### src/rtl/sppr_pkg.sv
// Package: register map, pin indices and selection encodings of the serial pin router
package sppr_pkg;

  // ----------------------------------------------------------------------
  // Register map
  // ----------------------------------------------------------------------
  localparam logic [11:0] ADDR_SWAP = 12'hF57;
  localparam logic [11:0] ADDR_SEL  = 12'hFCB;

  localparam logic [2:0] SWAP_RST = 3'h0;
  localparam logic [4:0] SEL_RST  = 5'h0;

  localparam int SWAP_CH0 = 0;
  localparam int SWAP_CH1 = 1;
  localparam int SWAP_CH2 = 2;
  localparam int SEL0_LSB = 0;
  localparam int SEL1_LSB = 2;
  localparam int GRP_BIT  = 4;

  localparam logic [1:0] SEL_UART_I2C = 2'h0;
  localparam logic [1:0] SEL_UART_SIO = 2'h1;
  localparam logic [1:0] SEL_SIO_I2C  = 2'h2;
  localparam logic [1:0] SEL_RSV      = 2'h3;

  // ----------------------------------------------------------------------
  // Pin indices on the pin vectors
  // ----------------------------------------------------------------------
  localparam int PIN_B4   = 0;
  localparam int PIN_B5   = 1;
  localparam int PIN_20   = 2;
  localparam int PIN_21   = 3;
  localparam int PIN_22   = 4;
  localparam int PIN_23   = 5;
  localparam int PIN_24   = 6;
  localparam int PIN_25   = 7;
  localparam int PIN_90   = 8;
  localparam int PIN_91   = 9;
  localparam int PIN_92   = 10;
  localparam int PIN_93   = 11;
  localparam int PIN_94   = 12;
  localparam int NUM_PINS = 13;

  // Routing of the first shared pin group
  typedef enum logic [1:0] {
    M0_UART_I2C,
    M0_UART_SIO,
    M0_SIO_I2C,
    M0_OFF
  } sppr_mode0_t;

  // Routing of the second shared pin group
  typedef enum logic [1:0] {
    M1_UART,
    M1_SIO,
    M1_OFF
  } sppr_mode1_t;

endpackage : sppr_pkg

### src/rtl/sppr_router.sv
// Serial port pin router: swap and selection registers, pin and interrupt steering
//
// Contract
// - Channel two swap selects P94/P93 receive/transmit
// - Channel one swap selects P91/P90 receive/transmit
// - Channel zero group picks P20/P21 or PB4/PB5
// - Swap register bits three to seven read zero
// - Select 00 routes UART zero plus I2C
// - Select 01 UART+SIO; 10 SIO+I2C with group bit clear; others reserved
// - Second select: UART on P90/P91, or SIO
// - Swap bits reset zero; upper bits read-only
`timescale 1ns/1ps
module sppr_router #(
  parameter int ADDR_W = 12
) (
  input  wire logic                          clk_i,
  input  wire logic                          srst_i,
  input  wire logic                          ce_i,
  input  wire logic [ADDR_W-1:0]             addr_i,
  input  wire logic                          wr_i,
  input  wire logic                          rd_i,
  input  wire logic [7:0]                    wdata_i,
  output logic      [7:0]                    rdata_o,
  input  wire logic [sppr_pkg::NUM_PINS-1:0] pin_in_i,
  output logic      [sppr_pkg::NUM_PINS-1:0] pin_out_o,
  output logic      [sppr_pkg::NUM_PINS-1:0] pin_oe_o,
  output logic      [sppr_pkg::NUM_PINS-1:0] pin_claim_o,
  input  wire logic                          uart0_txd_i,
  input  wire logic                          uart1_txd_i,
  input  wire logic                          uart2_txd_i,
  output logic                               uart0_rxd_o,
  output logic                               uart1_rxd_o,
  output logic                               uart2_rxd_o,
  input  wire logic                          clocked_serial_out_first_i,
  input  wire logic                          clocked_serial_clk_first_i,
  input  wire logic                          clocked_serial_clk_oe_first_i,
  output logic                               clocked_serial_in_first_o,
  output logic                               clocked_serial_clk_first_o,
  input  wire logic                          clocked_serial_out_second_i,
  input  wire logic                          clocked_serial_clk_second_i,
  input  wire logic                          clocked_serial_clk_oe_second_i,
  output logic                               clocked_serial_in_second_o,
  output logic                               clocked_serial_clk_second_o,
  input  wire logic                          i2c_sda_low_i,
  input  wire logic                          i2c_scl_low_i,
  output logic                               i2c_sda_o,
  output logic                               i2c_scl_o,
  input  wire logic                          tx_irq_chan0_i,
  input  wire logic                          rx_irq_chan0_i,
  input  wire logic                          i2c_irq_i,
  input  wire logic                          clocked_serial_irq_first_i,
  input  wire logic                          clocked_serial_irq_second_i,
  input  wire logic                          tx_irq_chan1_i,
  input  wire logic                          rx_irq_chan1_i,
  output logic                               irq_latch_seven_o,
  output logic                               irq_latch_six_o,
  output logic                               irq_latch_fifteen_o,
  output logic                               irq_latch_twentythree_o,
  output logic                               irq_latch_twentytwo_o
);
  import sppr_pkg::*;

  localparam int IN_W  = 9;
  localparam int IRQ_W = 5;
  localparam int ST_W  = 3 * NUM_PINS + IN_W + IRQ_W;

  initial
  begin
    if (ADDR_W < 12)
    begin
      $error("sppr_router: ADDR_W must be at least 12");
    end
  end

  // ----------------------------------------------------------------------
  // Registers
  // ----------------------------------------------------------------------
  logic [2:0]  uart_pin_swap_control;
  logic [4:0]  sel;
  logic [2:0]  next_swap;
  logic [4:0]  next_sel;
  logic [7:0]  next_rdata;
  logic [11:0] addr;

  assign addr = addr_i[11:0];

  always_comb
  begin
    next_swap  = uart_pin_swap_control;
    next_sel   = sel;
    next_rdata = rdata_o;
    if (srst_i)
    begin
      next_swap  = SWAP_RST;
      next_sel   = SEL_RST;
      next_rdata = 8'h00;
    end
    else if (ce_i)
    begin
      if (wr_i && addr == ADDR_SWAP)
      begin
        next_swap = wdata_i[2:0];
      end
      if (wr_i && addr == ADDR_SEL)
      begin
        next_sel = wdata_i[4:0];
      end
      if (rd_i)
      begin
        case (addr)
          ADDR_SWAP: next_rdata = {5'h00, uart_pin_swap_control};
          ADDR_SEL:  next_rdata = {3'h0, sel};
          default:   next_rdata = 8'h00;
        endcase
      end
    end
  end

  always_ff @(posedge clk_i)
  begin
    uart_pin_swap_control <= next_swap;
    sel                   <= next_sel;
    rdata_o               <= next_rdata;
  end

  // ----------------------------------------------------------------------
  // Mode decode
  // ----------------------------------------------------------------------
  logic [1:0]  first_pair_select;
  logic [1:0]  second_pair_select;
  logic        chan0_pin_group_select;
  sppr_mode0_t mode0;
  sppr_mode1_t mode1;

  assign first_pair_select      = sel[SEL0_LSB +: 2];
  assign second_pair_select     = sel[SEL1_LSB +: 2];
  assign chan0_pin_group_select = sel[GRP_BIT];

  always_comb
  begin
    case (first_pair_select)
      SEL_UART_I2C: mode0 = M0_UART_I2C;
      SEL_UART_SIO: mode0 = M0_UART_SIO;
      SEL_SIO_I2C:  mode0 = chan0_pin_group_select ? M0_OFF : M0_SIO_I2C;
      default:      mode0 = M0_OFF;
    endcase
    case (second_pair_select)
      SEL_UART_I2C, SEL_UART_SIO: mode1 = M1_UART;
      SEL_SIO_I2C:  mode1 = M1_SIO;
      default:      mode1 = M1_OFF;
    endcase
  end

  // ----------------------------------------------------------------------
  // Pin and interrupt steering
  // ----------------------------------------------------------------------
  logic [NUM_PINS-1:0] n_out;
  logic [NUM_PINS-1:0] n_oe;
  logic [NUM_PINS-1:0] n_claim;
  logic [IN_W-1:0]     n_in;
  logic [IRQ_W-1:0]    n_irq;
  logic                sw0;
  logic                sw1;
  logic                sw2;
  logic                grp;

  assign sw0 = uart_pin_swap_control[SWAP_CH0];
  assign sw1 = uart_pin_swap_control[SWAP_CH1];
  assign sw2 = uart_pin_swap_control[SWAP_CH2];
  assign grp = chan0_pin_group_select;

  // n_in: rxd0 rxd1 rxd2 si0 clocked_serial_clk_first si1 sclk1 sda scl (bit 0 upward)
  // n_irq: seven six fifteen twentythree twentytwo (bit 0 upward)
  always_comb
  begin
    n_out   = '0;
    n_oe    = '0;
    n_claim = '0;
    n_in    = '0;
    n_irq   = '0;
    // Third channel is always on P93/P94
    n_out[sw2 ? PIN_94 : PIN_93] = uart2_txd_i;
    n_oe[sw2 ? PIN_94 : PIN_93]  = 1'b1;
    n_claim[PIN_93]              = 1'b1;
    n_claim[PIN_94]              = 1'b1;
    n_in[2]                      = pin_in_i[sw2 ? PIN_93 : PIN_94];
    // First channel on one of two pin groups
    if (mode0 == M0_UART_I2C || mode0 == M0_UART_SIO)
    begin
      if (grp)
      begin
        n_out[sw0 ? PIN_B5 : PIN_B4] = uart0_txd_i;
        n_oe[sw0 ? PIN_B5 : PIN_B4]  = 1'b1;
        n_in[0]                      = pin_in_i[sw0 ? PIN_B4 : PIN_B5];
        n_claim[PIN_B4]              = 1'b1;
        n_claim[PIN_B5]              = 1'b1;
      end
      else
      begin
        n_out[sw0 ? PIN_21 : PIN_20] = uart0_txd_i;
        n_oe[sw0 ? PIN_21 : PIN_20]  = 1'b1;
        n_in[0]                      = pin_in_i[sw0 ? PIN_20 : PIN_21];
        n_claim[PIN_20]              = 1'b1;
        n_claim[PIN_21]              = 1'b1;
      end
      n_irq[0] = tx_irq_chan0_i;
      n_irq[1] = rx_irq_chan0_i;
    end
    // I2C open drain on P23/P24
    if (mode0 == M0_UART_I2C || mode0 == M0_SIO_I2C)
    begin
      n_oe[PIN_23]    = i2c_sda_low_i;
      n_oe[PIN_24]    = i2c_scl_low_i;
      n_claim[PIN_23] = 1'b1;
      n_claim[PIN_24] = 1'b1;
      n_in[7]         = pin_in_i[PIN_23];
      n_in[8]         = pin_in_i[PIN_24];
      n_irq[2]        = i2c_irq_i;
    end
    // First clocked serial channel
    if (mode0 == M0_UART_SIO)
    begin
      n_out[PIN_23]   = clocked_serial_out_first_i;
      n_oe[PIN_23]    = 1'b1;
      n_out[PIN_25]   = clocked_serial_clk_first_i;
      n_oe[PIN_25]    = clocked_serial_clk_oe_first_i;
      n_in[3]         = pin_in_i[PIN_24];
      n_in[4]         = pin_in_i[PIN_25];
      n_claim[PIN_23] = 1'b1;
      n_claim[PIN_24] = 1'b1;
      n_claim[PIN_25] = 1'b1;
      n_irq[1]        = rx_irq_chan0_i | clocked_serial_irq_first_i;
    end
    if (mode0 == M0_SIO_I2C)
    begin
      n_out[PIN_20]   = clocked_serial_out_first_i;
      n_oe[PIN_20]    = 1'b1;
      n_out[PIN_22]   = clocked_serial_clk_first_i;
      n_oe[PIN_22]    = clocked_serial_clk_oe_first_i;
      n_in[3]         = pin_in_i[PIN_21];
      n_in[4]         = pin_in_i[PIN_22];
      n_claim[PIN_20] = 1'b1;
      n_claim[PIN_21] = 1'b1;
      n_claim[PIN_22] = 1'b1;
      n_irq[1]        = clocked_serial_irq_first_i;
    end
    // Second group on P90..P92
    if (mode1 == M1_UART)
    begin
      n_out[sw1 ? PIN_91 : PIN_90] = uart1_txd_i;
      n_oe[sw1 ? PIN_91 : PIN_90]  = 1'b1;
      n_in[1]                      = pin_in_i[sw1 ? PIN_90 : PIN_91];
      n_claim[PIN_90]              = 1'b1;
      n_claim[PIN_91]              = 1'b1;
      n_irq[3]                     = tx_irq_chan1_i;
      n_irq[4]                     = rx_irq_chan1_i;
    end
    else if (mode1 == M1_SIO)
    begin
      n_out[PIN_90]   = clocked_serial_out_second_i;
      n_oe[PIN_90]    = 1'b1;
      n_out[PIN_92]   = clocked_serial_clk_second_i;
      n_oe[PIN_92]    = clocked_serial_clk_oe_second_i;
      n_in[5]         = pin_in_i[PIN_91];
      n_in[6]         = pin_in_i[PIN_92];
      n_claim[PIN_90] = 1'b1;
      n_claim[PIN_91] = 1'b1;
      n_claim[PIN_92] = 1'b1;
      n_irq[4]        = clocked_serial_irq_second_i;
    end
  end

  // ----------------------------------------------------------------------
  // Output registers
  // ----------------------------------------------------------------------
  logic [ST_W-1:0] st_q;

  sppr_stage #(.WIDTH(ST_W)) u_stage (
    .clk_i  (clk_i),
    .srst_i (srst_i),
    .ce_i   (ce_i),
    .d_i    ({n_irq, n_in, n_claim, n_oe, n_out}),
    .q_o    (st_q)
  );

  assign {irq_latch_twentytwo_o, irq_latch_twentythree_o, irq_latch_fifteen_o,
          irq_latch_six_o, irq_latch_seven_o,
          i2c_scl_o, i2c_sda_o, clocked_serial_clk_second_o, clocked_serial_in_second_o,
          clocked_serial_clk_first_o, clocked_serial_in_first_o,
          uart2_rxd_o, uart1_rxd_o, uart0_rxd_o,
          pin_claim_o, pin_oe_o, pin_out_o} = st_q;
endmodule : sppr_router

### src/rtl/sppr_stage.sv
// Output register bank with clock enable and synchronous reset
`timescale 1ns/1ps
module sppr_stage #(
  parameter int WIDTH = 8
) (
  input  wire logic             clk_i,
  input  wire logic             srst_i,
  input  wire logic             ce_i,
  input  wire logic [WIDTH-1:0] d_i,
  output logic      [WIDTH-1:0] q_o
);
  logic [WIDTH-1:0] next_q;

  initial
  begin
    if (WIDTH < 1)
    begin
      $error("sppr_stage: WIDTH must be at least 1");
    end
  end

  always_comb
  begin
    next_q = q_o;
    if (srst_i)
    begin
      next_q = '0;
    end
    else if (ce_i)
    begin
      next_q = d_i;
    end
  end

  always_ff @(posedge clk_i)
  begin
    q_o <= next_q;
  end

endmodule : sppr_stage

### config.mk
export PLATFORM = sky130hd
export DESIGN_NAME = sppr_router
export DESIGN_NICKNAME = d
export VERILOG_FILES = /design/src/rtl/sppr_pkg.sv /design/src/rtl/sppr_router.sv /design/src/rtl/sppr_stage.sv
export SDC_FILE = /design/constraint.sdc
export NUM_CORES = 1
export LEC_CHECK = 0
export ABC_AREA = 1
export BUFFER_PORTS_ARGS = -buffer_cell sky130_fd_sc_hd__buf_2
export CORE_ASPECT_RATIO = 1.5
export CORE_MARGIN = 3
export CORE_UTILIZATION = 47
export CTS_CLUSTER_DIAMETER = 50
export DETAILED_ROUTE_END_ITERATION = 12
export PLACE_DENSITY = 0.77
export REMOVE_ABC_BUFFERS = 1
export SKIP_CTS_REPAIR_TIMING = 1
export SYNTH_ARGS = -nofsm -noshare
export SYNTH_HDL_FRONTEND = slang
export SYNTH_SLANG_ARGS = --single-unit
### constraint.sdc
create_clock -name clk_i -period 1.45 [get_ports clk_i]
set_clock_uncertainty 0.05 [all_clocks]
set_input_delay 0.145 -clock clk_i [delete_from_list [all_inputs] [get_ports clk_i]]
set_output_delay 0.145 -clock clk_i [all_outputs]
set_load 0.02 [all_outputs]
==> flow_summary.json, run 1 <==
{
  "switching_share_pct": 26.4,
  "core_area_um2": 5490,
  "postSynth.asyncResetShare_pct": 0,
  "synth_ff_type": "dfxtp_1",
  "wl_per_cell_um": 11.8,
  "synth_edf_count": 0,
  "finalPower_mw": 3.39,
  "post-route-util_pct": 61.8,
  "final_hold_viol_count": 0,
  "r2r_slack_ns": 0.17,
  "r2r-start": "sel[1]",
  "crit_path_end_kind": "flop",
  "p_clk_share_pct": 37.5,
  "io_pins": 117,
  "ys_types": 25,
  "leakage_nw": 1.72,
  "internal_power_mw": 2.49,
  "r2r.worst_path.cells": 5,
  "die_w_um": 67.6,
  "worstSkewPairLatency_ns": 0.32,
  "hpwl_um": 5040,
  "p_switching_uw": 895,
  "setup_violations": 0,
  "placed_area_um2": 3220,
  "drt-initial-drc-count": 121,
  "p_per_area_nw_per_um2": 998,
  "cts_buffers": 9,
  "critical_path_required_ns": 1.65,
  "drcViolationCount": 0,
  "hold_class": "input pin to flop",
  "min_period_ns": 1.28,
  "fin_nets": 546,
  "portBuffers": 109,
  "via_count": 2715,
  "drive_gt1_share_pct": 29.8,
  "avgSynthCellArea_um2": 6.98,
  "routed_via_density": 4.81,
  "clock.fmax_ghz": 0.779,
  "worstPathArrival_ns": 1.48,
  "htreeDepth": 3,
  "ys_warn_count": 0,
  "final_max_slew_viol_count": 0,
  "critPathMaxFanout": 7,
  "post-place-cells": 549,
  "ys_ff_latch": 60,
  "gp_congestion": 0.891,
  "cts_tree": "yes",
  "antenna_found_initial": 1,
  "die_h_um": 98.4,
  "combPwrFrac_pct": 11.8,
  "start_util_pct": 48.7,
  "crit_type": "flop to flop",
  "finalNonFillerCells": 565,
  "fillers": 496,
  "ir_drop_mv": 0.484,
  "fin_setup_tns_ns": 0,
  "r2r_end": "u_stage.q_o[29]",
  "overflow": 0,
  "pwr-share-seq_pct": 50.7,
  "crit_path_start_kind": "flop",
  "first_pass_iters": 4,
  "die_area_um2": 6650,
  "grt_max_degree": 28,
  "hold_path_startpoint": "pin_in_i[10]",
  "yosysSeqAreaShare_pct": 44.9,
  "grt_first_pass_wirelength_um": 10700,
  "cts.path.max_buffers": 2,
  "rsz0062_at_grt": "false",
  "post-route-cell-area_um2": 3390,
  "cts_sinks": 60,
  "grtUsageTotal_pct": 20.6,
  "totalWireLength_um": 6660,
  "syn2layout_area_growth_pct": 26.9,
  "num_rows": 33,
  "hold-path-endpoint": "u_stage.q_o[45]",
  "hold_path_depth": 3,
  "clk_pin_slew_worst_paths_ns": 0.07,
  "synth_area_um2": 2670,
  "outcome": "finished, final reports clean",
  "postSynthCellCount": 383,
  "cts_root_buf": "clkbuf_8",
  "grt_pass1_vias": 2501,
  "drtAntennaViolNets": 0,
  "maxCapViolCount": 0,
  "fin_crit_sh_pct": 88.6
}
state kept, by name, indices dropped and copies added, names as in the netlist:
name and flops:
rdata_o 5, sel 5, uart_pin_swap_control 3, u_stage.q_o 47
power groups by stage:
stage	logic [mW]	registers (mW)	clock network [mW]
after floorplan	0.137	1.82	0
after global placement	0.397	1.75	0
after detailed placement	0.402	1.75	0
after CTS	0.403	1.72	1.30
after global routing	0.446	1.72	1.38
final	0.400	1.72	1.27
critical path, cell delays in order, from the launching register on:
cell and delay (ns):
dfxtp_1 0.41, a21oi_2 0.24, nand2_1 0.10, inv_1 0.17, nand2_1 0.09, a31oi_1 0.15
how the worst max path moves through the flow:
stage,from,slack (ns),endpoint
final,sel[1],0.17,u_stage.q_o[29]
after global placement,ce_i,0.16,u_stage.q_o[0]
after CTS,sel[1],0.16,u_stage.q_o[29]
after floorplan,sel[1],0.38,u_stage.q_o[42]
after detailed placement,ce_i,0.15,u_stage.q_o[0]
after global routing,sel[1],0.02,u_stage.q_o[29]
placed cells by master (no fill, tap or decap), drive strengths merged, types with 5 or more instances in the layout:
cell,synthesis,layout
a21oi,37,37
a31oi,5,5
buf,19,116
clkbuf,4,11
dfxtp,60,60
inv,41,41
nand2,119,119
nand3,24,24
nand4,14,14
nor2,48,48
o21ai,8,8
metrics by stage:
stage / hold WS, ns / setup WS (ns)
after global routing: 0.00212 / 0.0244
after detailed placement: 0.347 / 0.151
after CTS: -0.00326 / 0.156
after global placement: 0.339 / 0.157
after floorplan: 0.164 / 0.381
final: 0.00817 / 0.166
synth_stat cells (2+ instances only):
master    number  area share (%)
nor2_2         2            0.47
buf_2          7             1.3
nor2_4         2            0.84
a21oi_1       35             6.6
clkbuf_1       4            0.56
nand4_1       14             3.3
a21oi_2        2            0.66
nor2_1        44             6.2
dfxtp_1       60              45
nand2_2        2            0.47
buf_6          2            0.84
nand3_1       22             4.1
inv_2          3            0.42
inv_1         37             5.2
o21ai_0        8             1.5
buf_4         10             2.8
nand2_1      116              16
a31oi_1        5             1.2
nand3_2        2            0.75
metal layers:
layer	global-route usage [%]	part of all wire, %
met4	9.53	3.0
met2	36.4	51
met5	0	0
met3	3.91	5.4
met1	22.7	41
cell families after synthesis:
family / count (synthesis) / synth area share, %
buffers and inverters: 65 / 11.6
other: 1 / 0.140
AO/OA/AOI/OAI: 51 / 10.2
flip-flops: 60 / 44.9
AND/OR/NAND/NOR: 206 / 33.2
cell type report:
type	count	area (um2)	share of cell area [%]
Antenna cell	1	2.50	0.0738
Clock buffer	11	141	4.17
Clock inverter	4	26.3	0.775
Inverter	42	161	4.76
Multi-Input combinational cell	261	1170	34.6
Sequential cell	60	1200	35.4
Tap cell	70	87.6	2.58
Timing Repair Buffer	116	598	17.6
No activity file was read; power rests on OpenSTA's default activity.
==> run 2, diff against run 1 <==
--- a/config.mk
+++ b/config.mk
@@ -13,7 +13,6 @@
 export CTS_CLUSTER_DIAMETER = 50
 export DETAILED_ROUTE_END_ITERATION = 12
 export PLACE_DENSITY = 0.77
-export REMOVE_ABC_BUFFERS = 1
 export SKIP_CTS_REPAIR_TIMING = 1
 export SYNTH_ARGS = -nofsm -noshare
 export SYNTH_HDL_FRONTEND = slang
==> constraint.sdc (replaced) <==
create_clock -name clk_i -period 1.45 [get_ports clk_i]
set_clock_uncertainty 0.05 [all_clocks]
set_input_delay 0.29 -clock clk_i [delete_from_list [all_inputs] [get_ports clk_i]]
set_output_delay 0.29 -clock clk_i [all_outputs]
set_load 0.1 [all_outputs]
==> flow_summary.json, run 2 (synthesis gave the netlist of run 1 again) <==
{
  "final_max_slew_viol_count": 0,
  "crit_path_end_kind": "primary output",
  "switching_share_pct": 31.9,
  "top_regs": "u_stage.q_o (47), rdata_o (5), sel (5)",
  "grt_max_degree": 44,
  "p_switching_mw": 1.30,
  "path_buf_inv": 1,
  "fin_nets": 550,
  "io_pins": 117,
  "crit_path_start_kind": "flop",
  "hold_class": "input pin to flop",
  "clk_pin_slew_worst_paths_ns": 0.07,
  "final_hold_viol_count": 0,
  "critical_path_required_ns": 1.11,
  "rsz0062_at_grt": "true",
  "hpwl_um": 5320,
  "totalWireLength_um": 7070,
  "cts_root_buf": "clkbuf_8",
  "via_count": 2741,
  "cp_slowest_stage_delay_ns": 0.42,
  "crit_type": "flop to primary output",
  "syn2layout_area_growth_pct": 36.2,
  "die_area_um2": 6650,
  "largest_register_ffs": 47,
  "gp_congestion": 0.884,
  "drcViolationCount": 0,
  "pwr-share-seq_pct": 42.4,
  "p_clk_share_pct": 38.0,
  "drtAntennaViolNets": 0,
  "maxCapViolCount": 0,
  "post-route-util_pct": 66.3,
  "antenna_found_initial": 0,
  "path_cells": "buf_2",
  "min_period_ns": 1.42,
  "fin_crit_sh_pct": 98.1,
  "worstPathArrival_ns": 1.08,
  "regMostFlops": "u_stage.q_o",
  "die_h_um": 98.4,
  "cts_tree": "yes",
  "setup_violations": 0,
  "ir_drop_mv": 0.513,
  "portBuffers": 109,
  "grt_first_pass_wirelength_um": 11200,
  "crit_family": "buffers and inverters",
  "leakage_nw": 1.74,
  "combPwrFrac_pct": 19.6,
  "holdWs_ns": 0.145,
  "drive_gt1_share_pct": 31.7,
  "num_antenna_cells": 0,
  "outcome": "finished, final reports clean",
  "num_rows": 33,
  "drt-initial-drc-count": 161,
  "grt_pass1_vias": 2535,
  "post-place-cells": 553,
  "cts_sinks": 60,
  "clock.fmax_ghz": 0.703,
  "worstSkewPairLatency_ns": 0.33,
  "internal_power_mw": 2.77,
  "p_per_area_nw_per_um2": 1120,
  "cp_slowest_cell": "buf_2",
  "finalPower_mw": 4.06,
  "core_area_um2": 5490,
  "final_cell_mix": "116 x nand2_1, 55 x buf_2, 55 x dfxtp_1, 52 x clkbuf_4, 44 x nor2_1",
  "overflow": 0,
  "finalNonFillerCells": 569,
  "grtUsageTotal_pct": 21.9,
  "start_util_pct": 48.7,
  "critPathMaxFanout": 3,
  "first_pass_iters": 4,
  "htreeDepth": 3,
  "wl_per_cell_um": 12.4,
  "cts.path.max_buffers": 2,
  "die_w_um": 67.6,
  "final_common_cell": "nand2_1",
  "routed_via_density": 4.82,
  "cts_buffers": 9
}
run 2: layer usage:
metal / global-route usage, % / part of all wire (%) / wire, um / vias up
li1: - / - / - / 1429
met1: 23.8 / 39 / 2780 / 1198
met2: 38.4 / 52 / 3680 / 98
met3: 3.68 / 6.6 / 468 / 16
met4: 12.0 / 2.0 / 142 / 0
met5: 0 / 0 / 0 / -
run 2: final timing paths:
| check | depth (start not counted) | to | slack (ns) | start |
|---|---|---|---|---|
| hold / removal | 3 | u_stage.q_o[48] | 0.15 | tx_irq_chan0_i |
| hold reg to reg | 2 | u_stage.q_o[45] | 0.41 | u_stage.q_o[45] |
| setup / recovery | 1 | pin_claim_o[9] | 0.03 | u_stage.q_o[35] |
| setup reg to reg | 4 | u_stage.q_o[0] | 0.14 | sel[4] |
run 2: power groups by stage:
stage	combinational (mW)	clock [mW]	sequential [mW]
after CTS	0.778	1.57	1.72
after global placement	0.769	0	1.76
after global routing	0.844	1.64	1.73
after detailed placement	0.775	0	1.76
final	0.797	1.54	1.72
after floorplan	0.281	0	2.09
run 2: metrics by stage:
step | cell area (um2) | TNS (ns) | setup WS [ns]
floorplan | 2690 | 0 | 0.0654
global placement | 3300 | 0 | 0.102
detailed placement | 3300 | 0 | 0.0785
CTS | 3510 | -0.130 | -0.0260
global route | 3640 | -0.00102 | -0.00102
finish | 3640 | 0 | 0.0272
run 2: layout make-up:
cell class                      instances  area [um2]
Tap cell                               70        87.6
Multi-Input combinational cell        261        1170
Fill cell                             497        1850
Inverter                               42         161
Clock buffer                           11         151
Timing Repair Buffer                  120         801
Sequential cell                        60        1210
Clock inverter                          5        58.8
run 2: worst register-to-register path, stage by stage (launching register included):
cell and delay [ns]:
dfxtp_1 0.42, inv_1 0.19, nor2_1 0.34, nand3_1 0.11, a21oi_1 0.13
==> run 3, diff against run 2 <==
--- a/config.mk
+++ b/config.mk
@@ -7,13 +7,16 @@
 export LEC_CHECK = 0
 export ABC_AREA = 1
 export BUFFER_PORTS_ARGS = -buffer_cell sky130_fd_sc_hd__buf_2
+export CELL_PAD_IN_SITES_DETAIL_PLACEMENT = 2
+export CELL_PAD_IN_SITES_GLOBAL_PLACEMENT = 2
 export CORE_ASPECT_RATIO = 1.5
 export CORE_MARGIN = 3
-export CORE_UTILIZATION = 47
+export CORE_UTILIZATION = 24
 export CTS_CLUSTER_DIAMETER = 50
 export DETAILED_ROUTE_END_ITERATION = 12
 export PLACE_DENSITY = 0.77
 export SKIP_CTS_REPAIR_TIMING = 1
+export SKIP_LAST_GASP = 1
 export SYNTH_ARGS = -nofsm -noshare
 export SYNTH_HDL_FRONTEND = slang
 export SYNTH_SLANG_ARGS = --single-unit
==> flow_summary.json, run 3 (synthesis gave the netlist of run 1 again) <==
{
  "crit_family": "buffers and inverters",
  "portBuffers": 109,
  "fin_crit_sh_pct": 98.2,
  "critPathMaxFanout": 3,
  "holdWs_ns": 0.172,
  "crit_path_start_kind": "flop",
  "die_h_um": 135,
  "antenna_found_initial": 0,
  "start_util_pct": 25.0,
  "critical_path_required_ns": 1.11,
  "die_w_um": 92.2,
  "core_area_um2": 10700,
  "r2r_slack_ns": 0.14,
  "fin_nets": 556,
  "switching_share_pct": 30.3,
  "num_rows": 46,
  "syn2layout_area_growth_pct": 44.8,
  "cp_slowest_cell": "buf_2",
  "final_max_slew_viol_count": 0,
  "via_count": 2898,
  "internal_power_mw": 3.14,
  "top_regs": "u_stage.q_o (47), rdata_o (5), sel (5)",
  "gp_congestion": 0.709,
  "hold-path-endpoint": "u_stage.q_o[45]",
  "drcViolationCount": 0,
  "worstPathArrival_ns": 1.08,
  "cts_sinks": 60,
  "num_antenna_cells": 0,
  "combPwrFrac_pct": 18.7,
  "drive_gt1_share_pct": 32.1,
  "r2r_end": "u_stage.q_o[13]",
  "regMostFlops": "u_stage.q_o",
  "path_cells": "buf_2",
  "final_hold_viol_count": 0,
  "min_period_ns": 1.42,
  "fin_setup_tns_ns": 0,
  "pwr-share-seq_pct": 38.5,
  "first_pass_iters": 4,
  "drtAntennaViolNets": 0,
  "final_cell_mix": "116 x nand2_1, 75 x buf_2, 55 x dfxtp_1, 44 x nor2_1, 36 x inv_1",
  "finalNonFillerCells": 648,
  "die_area_um2": 12500,
  "clock.fmax_ghz": 0.703,
  "rsz0062_at_grt": "true",
  "post-route-cell-area_um2": 3870,
  "fin_ws_ns": 0.0267,
  "leakage_nw": 1.84,
  "cts_tree": "yes",
  "p_clk_share_pct": 42.9,
  "post-route-util_pct": 36.1,
  "drt-initial-drc-count": 94,
  "grt_max_degree": 44,
  "clk_pin_slew_worst_paths_ns": 0.05,
  "r2r-start": "sel[4]",
  "cp_slowest_stage_delay_ns": 0.43,
  "cts_buffers": 9,
  "hold_path_depth": 3,
  "wl_per_cell_um": 15.1,
  "maxCapViolCount": 0,
  "cts_root_buf": "clkbuf_16",
  "r2r.worst_path.cells": 4,
  "htreeDepth": 3,
  "path_buf_inv": 1,
  "setup_violations": 0,
  "totalWireLength_um": 9760,
  "p_switching_mw": 1.36,
  "crit_path_end_kind": "primary output",
  "place_ws_ns": 0.00923,
  "ir_drop_mv": 0.554,
  "p_per_area_nw_per_um2": 1160,
  "hpwl_um": 7640,
  "worstSkewPairLatency_ns": 0.32,
  "largest_register_ffs": 47,
  "hold_path_startpoint": "pin_in_i[10]",
  "finalPower_mw": 4.50,
  "post-place-cells": 633,
  "routed_via_density": 4.47,
  "overflow": 0,
  "outcome": "finished, final reports clean",
  "io_pins": 117,
  "crit_type": "flop to primary output",
  "hold_class": "input pin to flop",
  "grt_pass1_vias": 3210,
  "placed_area_um2": 3530,
  "final_common_cell": "nand2_1",
  "grt_first_pass_wirelength_um": 15700,
  "grtUsageTotal_pct": 15.9,
  "cts.path.max_buffers": 2
}
[run 3: how the worst max path moves through the flow]
stage,startpoint,depth (start not counted),end
floorplan,u_stage.q_o[49],4,u_stage.q_o[49]
global placement,ce_i,7,u_stage.q_o[42]
detailed placement,ce_i,5,u_stage.q_o[17]
CTS,u_stage.q_o[0],1,pin_out_o[0]
global route,u_stage.q_o[38],1,pin_claim_o[12]
finish,u_stage.q_o[27],1,pin_claim_o[0]
[run 3: power groups by stage]
stage          logic, mW  registers, mW  clock network (mW)
2_1_floorplan      0.281           2.09                   0
3_3_place_gp       0.820           1.76                   0
3_5_place_dp       0.836           1.77                   0
4_1_cts            0.838           1.73                1.99
5_1_grt            0.889           1.74                2.06
6_report           0.840           1.73                1.93
[run 3: final cells by class]
class / count / area (um2)
Timing Repair Buffer: 126 / 871
Multi-Input combinational cell: 261 / 1180
Clock inverter: 2 / 10.0
Clock buffer: 13 / 260
Sequential cell: 60 / 1210
Fill cell: 1314 / 6840
Inverter: 42 / 161
Tap cell: 144 / 180
[run 3: metal layers]
metal / wire [um] / vias up / track usage [%]
li1: - / 1430 / -
met1: 3610 / 1393 / 16.0
met2: 5610 / 70 / 32.2
met3: 419 / 5 / 3.17
met4: 121 / 0 / 4.96
met5: 0 / - / 0
